===== src/core/pin_mux_pkg.sv =====
package pin_mux_pkg;

  // ----------------------------------------------------------------
  // register map (byte addresses, one word each)
  // ----------------------------------------------------------------
  localparam logic [7:0] GPIO_EN_OFS    = 8'h00;
  localparam logic [7:0] GPIO_DIR_OFS   = 8'h04;
  localparam logic [7:0] STRAP_OFS      = 8'h08;
  localparam logic [7:0] PIN_LEVEL_OFS  = 8'h0C;

  // ----------------------------------------------------------------
  // reset values and pin groups
  // ----------------------------------------------------------------
  localparam logic [15:0] GPIO_EN_RST   = 16'h0000;
  localparam logic [15:0] GPIO_DIR_RST  = 16'h0000;
  localparam logic [15:0] SW_MUX_MASK   = 16'h0106;
  localparam logic [15:0] PCI_MUX_MASK  = 16'hFE00;
  localparam int          PIN_QUARTER   = 1;
  localparam int          PIN_SIXTH     = 2;
  localparam int          PIN_SERIAL2   = 8;

  // ----------------------------------------------------------------
  // strap status field positions
  // ----------------------------------------------------------------
  localparam int STRAP_PCI_BIT    = 0;
  localparam int STRAP_UTOPIA_BIT = 1;
  localparam int STRAP_WIDTH_BIT  = 2;
  localparam int STRAP_VALID_BIT  = 3;

  // ----------------------------------------------------------------
  // cycle counts
  // ----------------------------------------------------------------
  localparam int         QUARTER_DIV  = 4;
  localparam int         SIXTH_DIV    = 6;
  localparam logic [1:0] STRAP_SETTLE = 2'h2;

  // ----------------------------------------------------------------
  // carriers
  // ----------------------------------------------------------------
  typedef struct packed {
    logic        cyc;
    logic        stb;
    logic        we;
    logic [7:0]  adr;
    logic [3:0]  sel;
    logic [31:0] dat;
  } wb_req_t;

  typedef struct packed {
    logic pci_select;
    logic utopia_select;
    logic host_width;
  } strap_t;

  localparam strap_t STRAP_RST = '0;

endpackage


===== src/core/clock_divider.sv =====
`timescale 1ns/10ps
`default_nettype none

module clock_divider #(
  parameter int DIV = 4
) (
  input  wire logic i_core_clk,
  input  wire logic i_rst_n,
  input  wire logic i_ce,
  output var  logic o_clk
);

  localparam logic [7:0] HALF = 8'(DIV / 2 - 1);

  logic [7:0] cnt;

  if (DIV < 2 || DIV % 2 != 0 || DIV > 510) begin : g_bad_div
    $error("clock_divider needs an even DIV from 2 to 510");
  end

  // even division keeps a 50 percent duty cycle
  always_ff @(posedge i_core_clk or negedge i_rst_n) begin
    if (!i_rst_n) begin
      cnt   <= 8'h00;
      o_clk <= 1'b0;
    end else if (i_ce) begin
      if (cnt == HALF) begin
        cnt   <= 8'h00;
        o_clk <= ~o_clk;
      end else begin
        cnt <= cnt + 8'h01;
      end
    end
  end

endmodule

`default_nettype wire


===== src/core/level_sync.sv =====
`timescale 1ns/10ps
`default_nettype none

module level_sync #(
  parameter int WIDTH = 1
) (
  input  wire logic             i_core_clk,
  input  wire logic             i_rst_n,
  input  wire logic             i_ce,
  input  wire logic [WIDTH-1:0] i_d,
  output var  logic [WIDTH-1:0] o_q
);

  logic [WIDTH-1:0] meta;

  if (WIDTH < 1) begin : g_bad_width
    $error("level_sync needs WIDTH of at least 1");
  end

  // first stage feeds only the second
  always_ff @(posedge i_core_clk or negedge i_rst_n) begin
    if (!i_rst_n) begin
      meta <= '0;
      o_q  <= '0;
    end else if (i_ce) begin
      meta <= i_d;
      o_q  <= meta;
    end
  end

endmodule

`default_nettype wire


===== src/core/shared_pin_function_select.sv =====
// The register offsets and the Wishbone register port were left to the implementer.
`timescale 1ns/10ps
`default_nettype none

module shared_pin_function_select #(
  parameter bit HAS_PCI_UTOPIA = 1'b1,
  parameter int PINS           = 16
) (
  input  wire logic                   i_core_clk,
  input  wire logic                   i_rst_n,
  input  wire logic                   i_ce,
  input  wire pin_mux_pkg::wb_req_t   i_wb,
  output var  logic                   o_wb_ack,
  output var  logic [31:0]            o_wb_dat,
  input  wire logic                   i_pci_select_strap,
  input  wire logic                   i_utopia_select_strap,
  input  wire logic                   i_host_width_strap,
  input  wire logic [PINS-1:0]        i_pin_in,
  input  wire logic [PINS-1:0]        i_gpio_dout,
  output var  logic [PINS-1:0]        o_pin_out,
  output var  logic [PINS-1:0]        o_pin_oe,
  output var  logic [PINS-1:0]        o_gpio_sel,
  output var  logic [PINS-1:0]        o_gpio_din,
  output var  logic                   o_serial2_ext_clock_in,
  output var  logic                   o_pci_owns,
  output var  logic                   o_host_owns,
  output var  logic                   o_utopia_owns,
  output var  logic                   o_serial1_owns,
  output var  logic                   o_host_width32,
  output var  logic                   o_host_halfword_active,
  output var  logic                   o_host_upper_hiz,
  output var  logic                   o_pci_standalone_hiz,
  output var  logic                   o_utopia_standalone_hiz,
  output var  logic                   o_straps_valid
);

  // ----------------------------------------------------------------
  // declarations
  // ----------------------------------------------------------------
  localparam logic [15:0] EN_MASK = HAS_PCI_UTOPIA ?
                                    (pin_mux_pkg::SW_MUX_MASK | pin_mux_pkg::PCI_MUX_MASK) :
                                    pin_mux_pkg::SW_MUX_MASK;

  logic [15:0]                gpio_en;
  logic [15:0]                gpio_dir;
  logic [15:0]                gpio_active;
  logic [15:0]                next_pin_out;
  logic [15:0]                next_pin_oe;
  logic [15:0]                pin_sync;
  logic [2:0]                 strap_sync;
  logic [1:0]                 settle_cnt;
  logic                       quarter_clk;
  logic                       sixth_clk;
  logic                       wb_req;
  logic                       wb_wr;
  logic [31:0]                next_rd_dat;
  logic [15:0]                wr_lanes;
  pin_mux_pkg::strap_t        straps;

  if (PINS != 16) begin : g_bad_pins
    $error("shared_pin_function_select serves exactly 16 pins");
  end

  // ----------------------------------------------------------------
  // input synchronisers and clock sources
  // ----------------------------------------------------------------
  level_sync #(
    .WIDTH (16)
  ) u_pin_sync (
    .i_core_clk (i_core_clk),
    .i_rst_n    (i_rst_n),
    .i_ce       (i_ce),
    .i_d        (i_pin_in),
    .o_q        (pin_sync)
  );

  level_sync #(
    .WIDTH (3)
  ) u_strap_sync (
    .i_core_clk (i_core_clk),
    .i_rst_n    (i_rst_n),
    .i_ce       (i_ce),
    .i_d        ({i_pci_select_strap, i_utopia_select_strap, i_host_width_strap}),
    .o_q        (strap_sync)
  );

  clock_divider #(
    .DIV (pin_mux_pkg::QUARTER_DIV)
  ) u_quarter_div (
    .i_core_clk (i_core_clk),
    .i_rst_n    (i_rst_n),
    .i_ce       (i_ce),
    .o_clk      (quarter_clk)
  );

  clock_divider #(
    .DIV (pin_mux_pkg::SIXTH_DIV)
  ) u_sixth_div (
    .i_core_clk (i_core_clk),
    .i_rst_n    (i_rst_n),
    .i_ce       (i_ce),
    .o_clk      (sixth_clk)
  );

  // ----------------------------------------------------------------
  // strap capture
  // ----------------------------------------------------------------
  // the synchroniser is still flushing its reset value for two edges,
  // so the straps are taken only once it holds the real pin levels
  always_ff @(posedge i_core_clk or negedge i_rst_n) begin
    if (!i_rst_n) begin
      settle_cnt     <= 2'h0;
      straps         <= pin_mux_pkg::STRAP_RST;
      o_straps_valid <= 1'b0;
    end else if (i_ce && !o_straps_valid) begin
      if (settle_cnt == pin_mux_pkg::STRAP_SETTLE) begin
        straps.pci_select    <= HAS_PCI_UTOPIA && strap_sync[2];
        straps.utopia_select <= HAS_PCI_UTOPIA && strap_sync[1];
        straps.host_width    <= strap_sync[0];
        o_straps_valid       <= 1'b1;
      end else begin
        settle_cnt <= settle_cnt + 2'h1;
      end
    end
  end

  // ----------------------------------------------------------------
  // peripheral ownership
  // ----------------------------------------------------------------
  always_ff @(posedge i_core_clk or negedge i_rst_n) begin
    if (!i_rst_n) begin
      o_pci_owns              <= 1'b0;
      o_host_owns             <= 1'b1;
      o_utopia_owns           <= 1'b0;
      o_serial1_owns          <= 1'b1;
      o_host_width32          <= 1'b0;
      o_host_halfword_active  <= 1'b1;
      o_host_upper_hiz        <= 1'b1;
      o_pci_standalone_hiz    <= 1'b1;
      o_utopia_standalone_hiz <= 1'b1;
    end else if (i_ce) begin
      o_pci_owns              <= straps.pci_select;
      o_host_owns             <= !straps.pci_select;
      o_utopia_owns           <= straps.utopia_select;
      o_serial1_owns          <= !straps.utopia_select;
      o_host_width32          <= !straps.pci_select && straps.host_width;
      o_host_halfword_active  <= !straps.pci_select && !straps.host_width;
      o_host_upper_hiz        <= !straps.pci_select && !straps.host_width;
      o_pci_standalone_hiz    <= !straps.pci_select;
      o_utopia_standalone_hiz <= !straps.utopia_select;
    end
  end

  // ----------------------------------------------------------------
  // per-pin function select
  // ----------------------------------------------------------------
  for (genvar g = 0; g < 16; g++) begin : g_pin
    assign gpio_active[g]  = gpio_en[g] && !(pin_mux_pkg::PCI_MUX_MASK[g] && straps.pci_select);
    assign next_pin_oe[g]  = gpio_active[g] ? gpio_dir[g] :
                             (g == pin_mux_pkg::PIN_QUARTER || g == pin_mux_pkg::PIN_SIXTH);
    assign next_pin_out[g] = gpio_active[g] ? (gpio_dir[g] && i_gpio_dout[g]) :
                             (g == pin_mux_pkg::PIN_QUARTER) ? quarter_clk :
                             (g == pin_mux_pkg::PIN_SIXTH)   ? sixth_clk : 1'b0;
  end

  // outputs are registered, so a write shows at the pins one edge later
  always_ff @(posedge i_core_clk or negedge i_rst_n) begin
    if (!i_rst_n) begin
      o_pin_out              <= '0;
      o_pin_oe               <= '0;
      o_gpio_sel             <= '0;
      o_gpio_din             <= '0;
      o_serial2_ext_clock_in <= 1'b0;
    end else if (i_ce) begin
      o_pin_out              <= next_pin_out;
      o_pin_oe               <= next_pin_oe;
      o_gpio_sel             <= gpio_active;
      o_gpio_din             <= pin_sync & gpio_active & ~gpio_dir;
      o_serial2_ext_clock_in <= pin_sync[pin_mux_pkg::PIN_SERIAL2] &&
                                !gpio_active[pin_mux_pkg::PIN_SERIAL2];
    end
  end

  // ----------------------------------------------------------------
  // wishbone slave
  // ----------------------------------------------------------------
  assign wb_req   = i_wb.cyc && i_wb.stb && !o_wb_ack;
  assign wb_wr    = wb_req && i_wb.we;
  assign wr_lanes = {{8{i_wb.sel[1]}}, {8{i_wb.sel[0]}}};

  always_comb begin
    next_rd_dat = 32'h0000_0000;
    unique case (i_wb.adr)
      pin_mux_pkg::GPIO_EN_OFS:   next_rd_dat[15:0] = gpio_en;
      pin_mux_pkg::GPIO_DIR_OFS:  next_rd_dat[15:0] = gpio_dir;
      pin_mux_pkg::STRAP_OFS: begin
        next_rd_dat[pin_mux_pkg::STRAP_PCI_BIT]    = straps.pci_select;
        next_rd_dat[pin_mux_pkg::STRAP_UTOPIA_BIT] = straps.utopia_select;
        next_rd_dat[pin_mux_pkg::STRAP_WIDTH_BIT]  = straps.host_width;
        next_rd_dat[pin_mux_pkg::STRAP_VALID_BIT]  = o_straps_valid;
      end
      pin_mux_pkg::PIN_LEVEL_OFS: next_rd_dat[15:0] = pin_sync;
      default:                    next_rd_dat = 32'h0000_0000;
    endcase
  end

  // every access, mapped or not, is answered one edge after it is seen
  always_ff @(posedge i_core_clk or negedge i_rst_n) begin
    if (!i_rst_n) begin
      o_wb_ack <= 1'b0;
      o_wb_dat <= 32'h0000_0000;
    end else if (i_ce) begin
      o_wb_ack <= wb_req;
      o_wb_dat <= (wb_req && !i_wb.we) ? next_rd_dat : 32'h0000_0000;
    end
  end

  // ----------------------------------------------------------------
  // gpio enable and direction registers
  // ----------------------------------------------------------------
  always_ff @(posedge i_core_clk or negedge i_rst_n) begin
    if (!i_rst_n) begin
      gpio_en <= pin_mux_pkg::GPIO_EN_RST;
    end else if (i_ce && wb_wr && i_wb.adr == pin_mux_pkg::GPIO_EN_OFS) begin
      gpio_en <= ((i_wb.dat[15:0] & wr_lanes) | (gpio_en & ~wr_lanes)) & EN_MASK;
    end
  end

  always_ff @(posedge i_core_clk or negedge i_rst_n) begin
    if (!i_rst_n) begin
      gpio_dir <= pin_mux_pkg::GPIO_DIR_RST;
    end else if (i_ce && wb_wr && i_wb.adr == pin_mux_pkg::GPIO_DIR_OFS) begin
      gpio_dir <= ((i_wb.dat[15:0] & wr_lanes) | (gpio_dir & ~wr_lanes)) & EN_MASK;
    end
  end

  // ----------------------------------------------------------------
  // assertions
  // ----------------------------------------------------------------
  logic seen_edge;

  always_ff @(posedge i_core_clk or negedge i_rst_n) begin
    if (!i_rst_n) begin
      seen_edge <= 1'b0;
    end else begin
      seen_edge <= 1'b1;
    end
  end
endmodule

`default_nettype wire


===== config.mk =====
export PLATFORM = sky130hd
export DESIGN_NAME = shared_pin_function_select
export DESIGN_NICKNAME = d
export VERILOG_FILES = /design/src/core/pin_mux_pkg.sv /design/src/core/clock_divider.sv /design/src/core/level_sync.sv /design/src/core/shared_pin_function_select.sv
export SDC_FILE = /design/constraint.sdc
export NUM_CORES = 1
export LEC_CHECK = 0
export BUFFER_PORTS_ARGS = -buffer_cell sky130_fd_sc_hd__buf_2
export CAP_MARGIN = 15
export CORE_MARGIN = 5
export CORE_UTILIZATION = 35
export CTS_BUF_LIST = sky130_fd_sc_hd__clkbuf_2 sky130_fd_sc_hd__clkbuf_4 sky130_fd_sc_hd__clkbuf_8
export CTS_CLUSTER_SIZE = 10
export DETAILED_ROUTE_END_ITERATION = 10
export PLACE_DENSITY_LB_ADDON = 0.12
export SYNTH_ARGS = -nofsm -noshare
export SYNTH_HDL_FRONTEND = slang
export SYNTH_SLANG_ARGS = --single-unit

===== constraint.sdc =====
create_clock -name i_core_clk -period 2.3 [get_ports i_core_clk]
set_clock_uncertainty 0.1 [all_clocks]
set_input_delay 0 -clock i_core_clk [delete_from_list [all_inputs] [get_ports i_core_clk]]
set_output_delay 0 -clock i_core_clk [all_outputs]
set_load 0.01 [all_outputs]

==> summary.txt, run 1 <==
synth warn -> 0
Startpoint Class -> primary input
row count -> 50
Switching Power -> 1.73 mW
most common cell in the synthesized netlist -> dfrtp_1
gr usage total -> 14.5%
Die H -> 147 um
Hold Fails Final Rpt -> 0
Highest Clock Rate -> 455 MHz
CP max stage delay -> 0.62 ns
Sequential Power Share -> 50.8%
vias in the first global route -> 4,587
DRC viols -> 0
Switching Share -> 27.5%
critical path class -> in -> reg
DRT iter0 DRCs -> 149
initial core utilization -> 35.3%
worst-margin pin slew -> 0.750 ns
Power Density -> 759 nW/um2
RSZ-0062 raised after global routing -> false
Gate power share -> 15.3%
# IOs -> 193
root buffer cell -> clkbuf_8
Syn Area/Cell -> 12.2 um2
Crit-path slowest cell -> dlygate4sd3_1
share of cells above drive strength 1 -> 36.8%
post-DR wirelength/cell -> 15.9 um
via count -> 4,521
crit-path most repeated cell -> dlygate4sd3_1
Final HPWL DP -> 10,500 um
setup TNS -> 0 ns
nets -> 806
fin crit share -> 95.6%
# fillers -> 1,753
Async SR Flop Fraction -> 100%
Layout area overhead -> 26.1%
CP required -> 2.56 ns
Worst-path clk slew -> 0.08 ns
GRT overflow -> 0
max_slew headroom -> 49.8%
Placer Congestion -> 0.761
Crit. End Element -> flip-flop
Seq/Total Area, Yosys -> 55.7%
Worst Path Max Fanout -> 6
post-synth cell types -> 44
status -> complete, no violations
number of violations of the max-capacitance limit -> 0
crit path DAT -> 2.46 ns
Die ar. -> 21,600 um2
Post-CTS Setup Bufs -> 0
synth top area cells -> dfrtp_1 54%, mux2_2 13%, buf_4 4.9%
worst slack, placed -> 0.251 ns
Final WS setup -> 0.101 ns
peak supply drop -> 0.412 mV
Inserted Clock Buffers -> 17
Post-Syn Area -> 6570 um2
Clock power frac -> 33.9%
top cell family by delay on the critical path -> buffers and inverters
Core ar. -> 18,600 um2
Die X -> 147 um
Top FF cell, synth -> dfrtp_1
CTS resizes -> 0
post-route minimum period -> 2.20 ns
HP Class -> in -> reg
Worst Path Buf+Inv -> 3
Slew Limit Fails -> 0
most frequent cells after synthesis -> 143 x dfrtp_1, 78 x mux2_2, 46 x inv_1
Yosys top cell by area -> dfrtp_1
largest net degree at the start of global routing -> 65
Via-to-Cell Ratio -> 4.69
Final Power -> 6.29 mW
antenna violations before repair -> 2
post-route antenna net violation count -> 0
post-layout util -> 44.6%
Setup Viol. Count Final -> 0
# clock sinks -> 146
worst hold slack -> 0.0706 ns
Post-synth EDFFs -> 0
maximum root-to-sink buffer count -> 2
cells along the critical path -> dlygate4sd3_1 > buf_2 > or4_4 > or4_1 > dlygate4sd3_1 > o22ai_1
sequential cell area -> 3660 um2
area of the multi-input gates -> 2440 um2
cells after synthesis -> 538
Yosys top cell area share -> 54.5%
drt total wl -> 15,300 um
Internal -> 4.56 mW
Pre-antenna DRT Iters -> 5
leakage -> 4.00 nW
H-tree depth -> 4
Seq cells post-synth -> 146
ant diodes -> 0
PortBufs -> 122
worst-skew pair later-pin latency -> 0.44 ns
TritonCTS clock tree -> built
first-pass GRT wire length -> 24,900 um
## cell families (layout without fill, tap and decap cells)
group | Yosys count | after routing | synth area share, %
fa+ha+maj | 5 | 5 | 0.953
simple gates | 104 | 104 | 10.2
compound gates | 65 | 65 | 6.69
buf+inv | 116 | 268 | 9.34
flops | 146 | 146 | 55.7
other cells | 1 | 40 | 0.0571
mux | 88 | 88 | 15.4
xor+xnor | 13 | 13 | 1.73
## worst reg2reg max path, cell delays in order (launching register included)
cell and delay (ns):
dfrtp_1 0.42, inv_1 0.08, ha_1 0.13, or4b_2 0.60, nor4_1 0.42, o21ai_0 0.18
## power by group through the flow
stage | registers [mW] | clock network [mW] | logic [mW]
after global placement | 3.23 | 0 | 0.872
after global routing | 3.25 | 2.31 | 1.08
after CTS | 3.20 | 2.21 | 0.980
final | 3.19 | 2.13 | 0.960
after detailed placement | 3.24 | 0 | 0.901
after floorplan | 3.16 | 0 | 0.662
## worst paths after layout
path / cells after the start / endpoint / from / slack, ns
setup / recovery: 6 / o_wb_dat[6] / i_wb[40] / 0.10
hold / removal: 4 / o_wb_dat[3] / i_wb[42] / 0.07
setup reg to reg: 5 / u_quarter_div.cnt[2] / u_quarter_div.cnt[1] / 0.24
hold reg to reg: 1 / u_quarter_div.o_clk / u_quarter_div.o_clk / 0.37
max in group asynchronous: 4 / o_pin_out[13] / i_rst_n / 1.15
min in group asynchronous: 3 / o_pci_standalone_hiz / i_rst_n / 0.55
## cell type report
type / count / share of cell area [%]
Sequential cell: 146 / 44.2
Multi-Input combinational cell: 315 / 29.5
Timing Repair Buffer: 190 / 15.6
Tap cell: 234 / 3.54
Clock buffer: 22 / 3.51
Inverter: 46 / 2.08
Clock inverter: 10 / 1.59
## routing by layer
metal	share of wire [%]	up-vias	global-route usage [%]	wire [um]
li1	-	2148	-	-
met1	47	2227	20.2	7250
met2	45	129	21.9	6890
met3	6.3	13	4.47	960
met4	1.1	4	3.91	172
met5	0.18	-	0	27
## through the flow
stage | std cells | cell area (um2)
after floorplan | 577 | 6710
after global placement | 877 | 7300
after detailed placement | 877 | 7300
after CTS | 963 | 8280
after global routing | 963 | 8280
final | 963 | 8280
## timing repair
action / CTS / global route
endpoints found under the hold margin: 201 / 0
setup endpoints to repair: 0 / 0
hold buffers: 54 / 0
## cells in the final DEF, fill, tap and decap left out, drive strengths merged, types with 2 or more instances in the layout
cell and n:
a22oi 8, nor3 2, a41o 2, mux2i 4, nand3 9, dlygate4sd3 53, nor4 6, clkbuf 22
or2 3, inv 47, nor2 12, nand4b 11, dfstp 3, or4 3, nand4 13, o32ai 8
mux2 82, ha 5, mux4 2, xnor2 6, clkinv 5, conb 40, dfrtp 143, buf 137
o22ai 10, bufinv 3, nand2 11, o21ai 25, or4bb 2, a31oi 4, nor2b 17, nand3b 3
xor2 7, nand2b 8, a31o 7
Power figures use the tool's default switching activity.
==> run 2: changes to the inputs <==
--- a/config.mk
+++ b/config.mk
@@ -5,6 +5,7 @@
 export SDC_FILE = /design/constraint.sdc
 export NUM_CORES = 1
 export LEC_CHECK = 0
+export ABC_AREA = 1
 export BUFFER_PORTS_ARGS = -buffer_cell sky130_fd_sc_hd__buf_2
 export CAP_MARGIN = 15
 export CORE_MARGIN = 5
==> run 2 against run 1 <==
Via count grew 13%. Critical path depth increased by 2. Utilization is 0.24 points higher. Register-to-register slack got worse by 0.09 ns. Sequential share of layout area is 0.97 points higher. Die area is 1.1% lower. Area after synthesis shrank 1.1%. Total power fell by 11%. Final cell count is 18% higher. Count of clock-buffer cells in the layout fell by 1. Sequential power fell by 7.8%. Critical endpoint is now o_wb_dat[13]. Largest power group unchanged.
==> summary.txt, run 2 <==
status -> complete, no violations
synth warn -> 0 (unchanged)
Switching Power -> 1.52 mW (-12%)
Async SR Flop Fraction -> 100% (unchanged)
most frequent cells after synthesis -> 252 x nand2_1, 143 x dfrtp_1, 64 x inv_1
Yosys top cell by area -> dfrtp_1
reg2reg start -> o_wb_ack
post-DR wirelength/cell -> 14.2 um (-11%)
most common cell in the synthesized netlist -> nand2_1
post-route minimum period -> 2.15 ns (-0.0520 ns)
RSZ-0062 raised after global routing -> false
Gate power share -> 12.1% (-3.2 points)
GRT overflow -> 0 (unchanged)
main combinational cell family by area after synthesis -> simple AND/OR/NAND/NOR gates
synth top area cells -> dfrtp_1 55%, nand2_1 15%, buf_4 5.1%
via count -> 5,106 (+13%)
CP max stage delay -> 0.63 ns (about the same)
Slew Limit Fails -> 0 (unchanged)
setup TNS -> 0 ns (unchanged)
post-synthesis compound-gate area fraction -> 8.37% (+1.7 points)
Syn Area/Cell -> 9.02 um2 (-26%)
reg2reg path depth -> 8 (+3)
Seq/Total Area, Yosys -> 56.3% (+0.64 points)
leakage -> 4.37 nW (+9.4%)
Post-Synth Simple-Gate Area -> 21.9% (+12 points)
post-layout util -> 44.8% (+0.24 points)
crit path DAT -> 2.43 ns (-0.03 ns)
R2R setup slack -> 0.15 ns (-0.09 ns)
critical path class -> reg -> reg
initial core utilization -> 35.9% (+0.55 points)
nets -> 985 (+22%)
cells after synthesis -> 720 (+34%)
Final HPWL DP -> 11,100 um (+5.9%)
# clock sinks -> 146 (unchanged)
worst-margin pin slew -> 0.790 ns (+0.0406 ns)
fin crit share -> 93.3% (-2.3 points)
Inserted Clock Buffers -> 17 (unchanged)
# IOs -> 193 (unchanged)
Synth Area in Adders -> 0.964% (+0.011 points)
Top FF cell, synth -> dfrtp_1
Hold Crit Depth -> 5 (+1)
Crit-path slowest cell -> dlygate4sd3_1
maximum root-to-sink buffer count -> 2 (unchanged)
# fillers -> 1,806 (+3.0%)
share of cells above drive strength 1 -> 21.8% (-15 points)
Reg-to-Reg End -> o_wb_dat[13]
Core ar. -> 18,100 um2 (-2.7%)
vias in the first global route -> 5,195 (+13%)
peak supply drop -> 0.316 mV (-23%)
antenna violations before repair -> 0 (-2)
cells along the critical path -> inv_1 > nand4_2 > dlygate4sd3_1 > nor2_4 > inv_2 > nor2_4 > nand2_1 > nand2_1
Worst Path Max Fanout -> 8 (+2)
Worst-path clk slew -> 0.08 ns (about the same)
Yosys top cell area share -> 55.1% (+0.63 points)
Sequential Power Share -> 52.6% (+1.8 points)
post-synth cell types -> 33 (-25%)
most common cell after layout, fill and taps aside -> nand2_1
dpl cell area -> 7190 um2 (-1.5%)
Post-Synth XOR/XNOR Area -> 1.75% (+0.020 points)
Post-synth EDFFs -> 0 (unchanged)
drt total wl -> 16,200 um (+5.7%)
root buffer cell -> clkbuf_8
Power Density -> 690 nW/um2 (-9.1%)
ant diodes -> 0 (unchanged)
Layout area overhead -> 24.8%
most frequent cells in the layout -> 252 x nand2_1, 143 x dfrtp_1, 121 x buf_2
top cell family by delay on the critical path -> simple AND/OR/NAND/NOR gates
largest net degree at the start of global routing -> 86 (+32%)
Post-CTS Setup Bufs -> 0 (unchanged)
Design Area, Final -> 8100 um2 (-2.1%)
PortBufs -> 122 (unchanged)
DRC viols -> 0 (unchanged)
Hold Fails Final Rpt -> 0 (unchanged)
Startpoint Class -> flip-flop
Placer Congestion -> 0.760 (-0.13%)
row count -> 49 (-2.0%)
H-tree depth -> 4 (unchanged)
post-route antenna net violation count -> 0 (unchanged)
HP Class -> in -> reg
max_slew headroom -> 47.3% (-2.5 points)
Crit. End Element -> flip-flop
number of violations of the max-capacitance limit -> 0 (unchanged)
Highest Clock Rate -> 466 MHz (+2.4%)
Internal -> 4.08 mW (-11%)
Setup Viol. Count Final -> 0 (unchanged)
Die H -> 146 um (-0.53%)
Seq cells post-synth -> 146 (unchanged)
Via-to-Cell Ratio -> 4.49 (-4.3%)
CP required -> 2.58 ns (+0.02 ns)
Post-Syn Area -> 6490 um2 (-1.1%)
Pre-antenna DRT Iters -> 4 (-1)
worst hold slack -> 0.0414 ns (-0.0292 ns)
first-pass GRT wire length -> 26,700 um (+7.4%)
hold path start -> i_wb[46]
Switching Share -> 27.1% (-0.39 points)
sequential cell area -> 3660 um2 (unchanged)
DRT iter0 DRCs -> 252 (+69%)
Die ar. -> 21,400 um2 (-1.1%)
Clock power frac -> 35.3% (+1.4 points)
Die X -> 146 um (-0.53%)
Final Power -> 5.60 mW (-11%)
post-synthesis mux area share -> 0% (-15 points)
area of the multi-input gates -> 2300 um2 (-5.9%)
worst-skew pair later-pin latency -> 0.44 ns (about the same)
Worst Path Buf+Inv -> 3 (unchanged)
TritonCTS clock tree -> built
gr usage total -> 15.5% (+1.1 points)
run 2: cell count changes after synthesis, sizes merged, moves of 9 or more:
cell    previous run  this run
inv               46        68
mux2              82         0
nand2             11       254
nand3              9        30
nand4b            11         0
nor2              12        38
nor2b             17         0
o21ai             25        59
o22ai             10         1
run 2: how the worst max path moves through the flow:
stage / startpoint / endpoint / slack, ns / cells past startpoint
2_1_floorplan: o_wb_ack / flip-flop / 0.92 / 7
3_3_place_gp: o_wb_ack / o_wb_dat[13] / 0.69 / 7
3_5_place_dp: o_wb_ack / o_wb_dat[13] / 0.69 / 7
4_1_cts: o_wb_ack / o_wb_dat[7] / 0.11 / 8
5_1_grt: o_wb_ack / o_wb_dat[7] / 0.04 / 8
6_report: o_wb_ack / o_wb_dat[13] / 0.15 / 8
run 2: kinds of logic after synthesis:
family | count (synthesis)
AO/OA/AOI/OAI | 83
XOR/XNOR | 13
adder cells (fa/ha/maj) | 5
buffers and inverters | 133
flip-flops | 146
other | 1
AND/OR/NAND/NOR | 339
run 2: per-stage QoR:
stage,cells,worst slack (ns)
final,1137,0.153
after floorplan,759,0.916
after global placement,1053,0.690
after detailed placement,1053,0.689
after CTS,1137,0.110
after global routing,1137,0.0410
run 2: worst reg2reg max path: stages (launching register included):
cell and delay (ns):
dfrtp_1 0.37, inv_1 0.07, nand4_2 0.11, dlygate4sd3_1 0.63
nor2_4 0.15, inv_2 0.09, nor2_4 0.27, nand2_1 0.20
nand2_1 0.09
run 2: metal layers:
layer | track usage, % | wire (um) | up-vias
met3 | 4.40 | 989 | 4
li1 | - | - | 2542
met5 | 0 | 0 | -
met1 | 20.6 | 7620 | 2404
met4 | 4.19 | 67 | 0
met2 | 25.1 | 7490 | 156
run 2: layout make-up:
cell class / instances / share of cell area (%)
clock buffers: 21 / 3.33
clock inverters: 11 / 1.42
inverters: 68 / 3.15
multi-input cells: 480 / 28.3
flip-flops and latches: 146 / 45.1
well taps: 229 / 3.54
repair buffers: 182 / 15.1
run 2: repair_timing:
action | CTS | global route
gates resized for setup | 0 | 1
hold endpoints to repair | 150 | 0
endpoints found under the setup margin | 0 | 3
hold buffers | 52 | 0
run 2: power groups by stage:
stage | sequential, mW | combinational [mW] | clock (mW)
2_1_floorplan | 2.97 | 0.428 | 0
5_1_grt | 2.97 | 0.776 | 2.16
3_5_place_dp | 2.99 | 0.610 | 0
4_1_cts | 2.94 | 0.685 | 2.05
6_report | 2.94 | 0.676 | 1.98
3_3_place_gp | 2.98 | 0.591 | 0
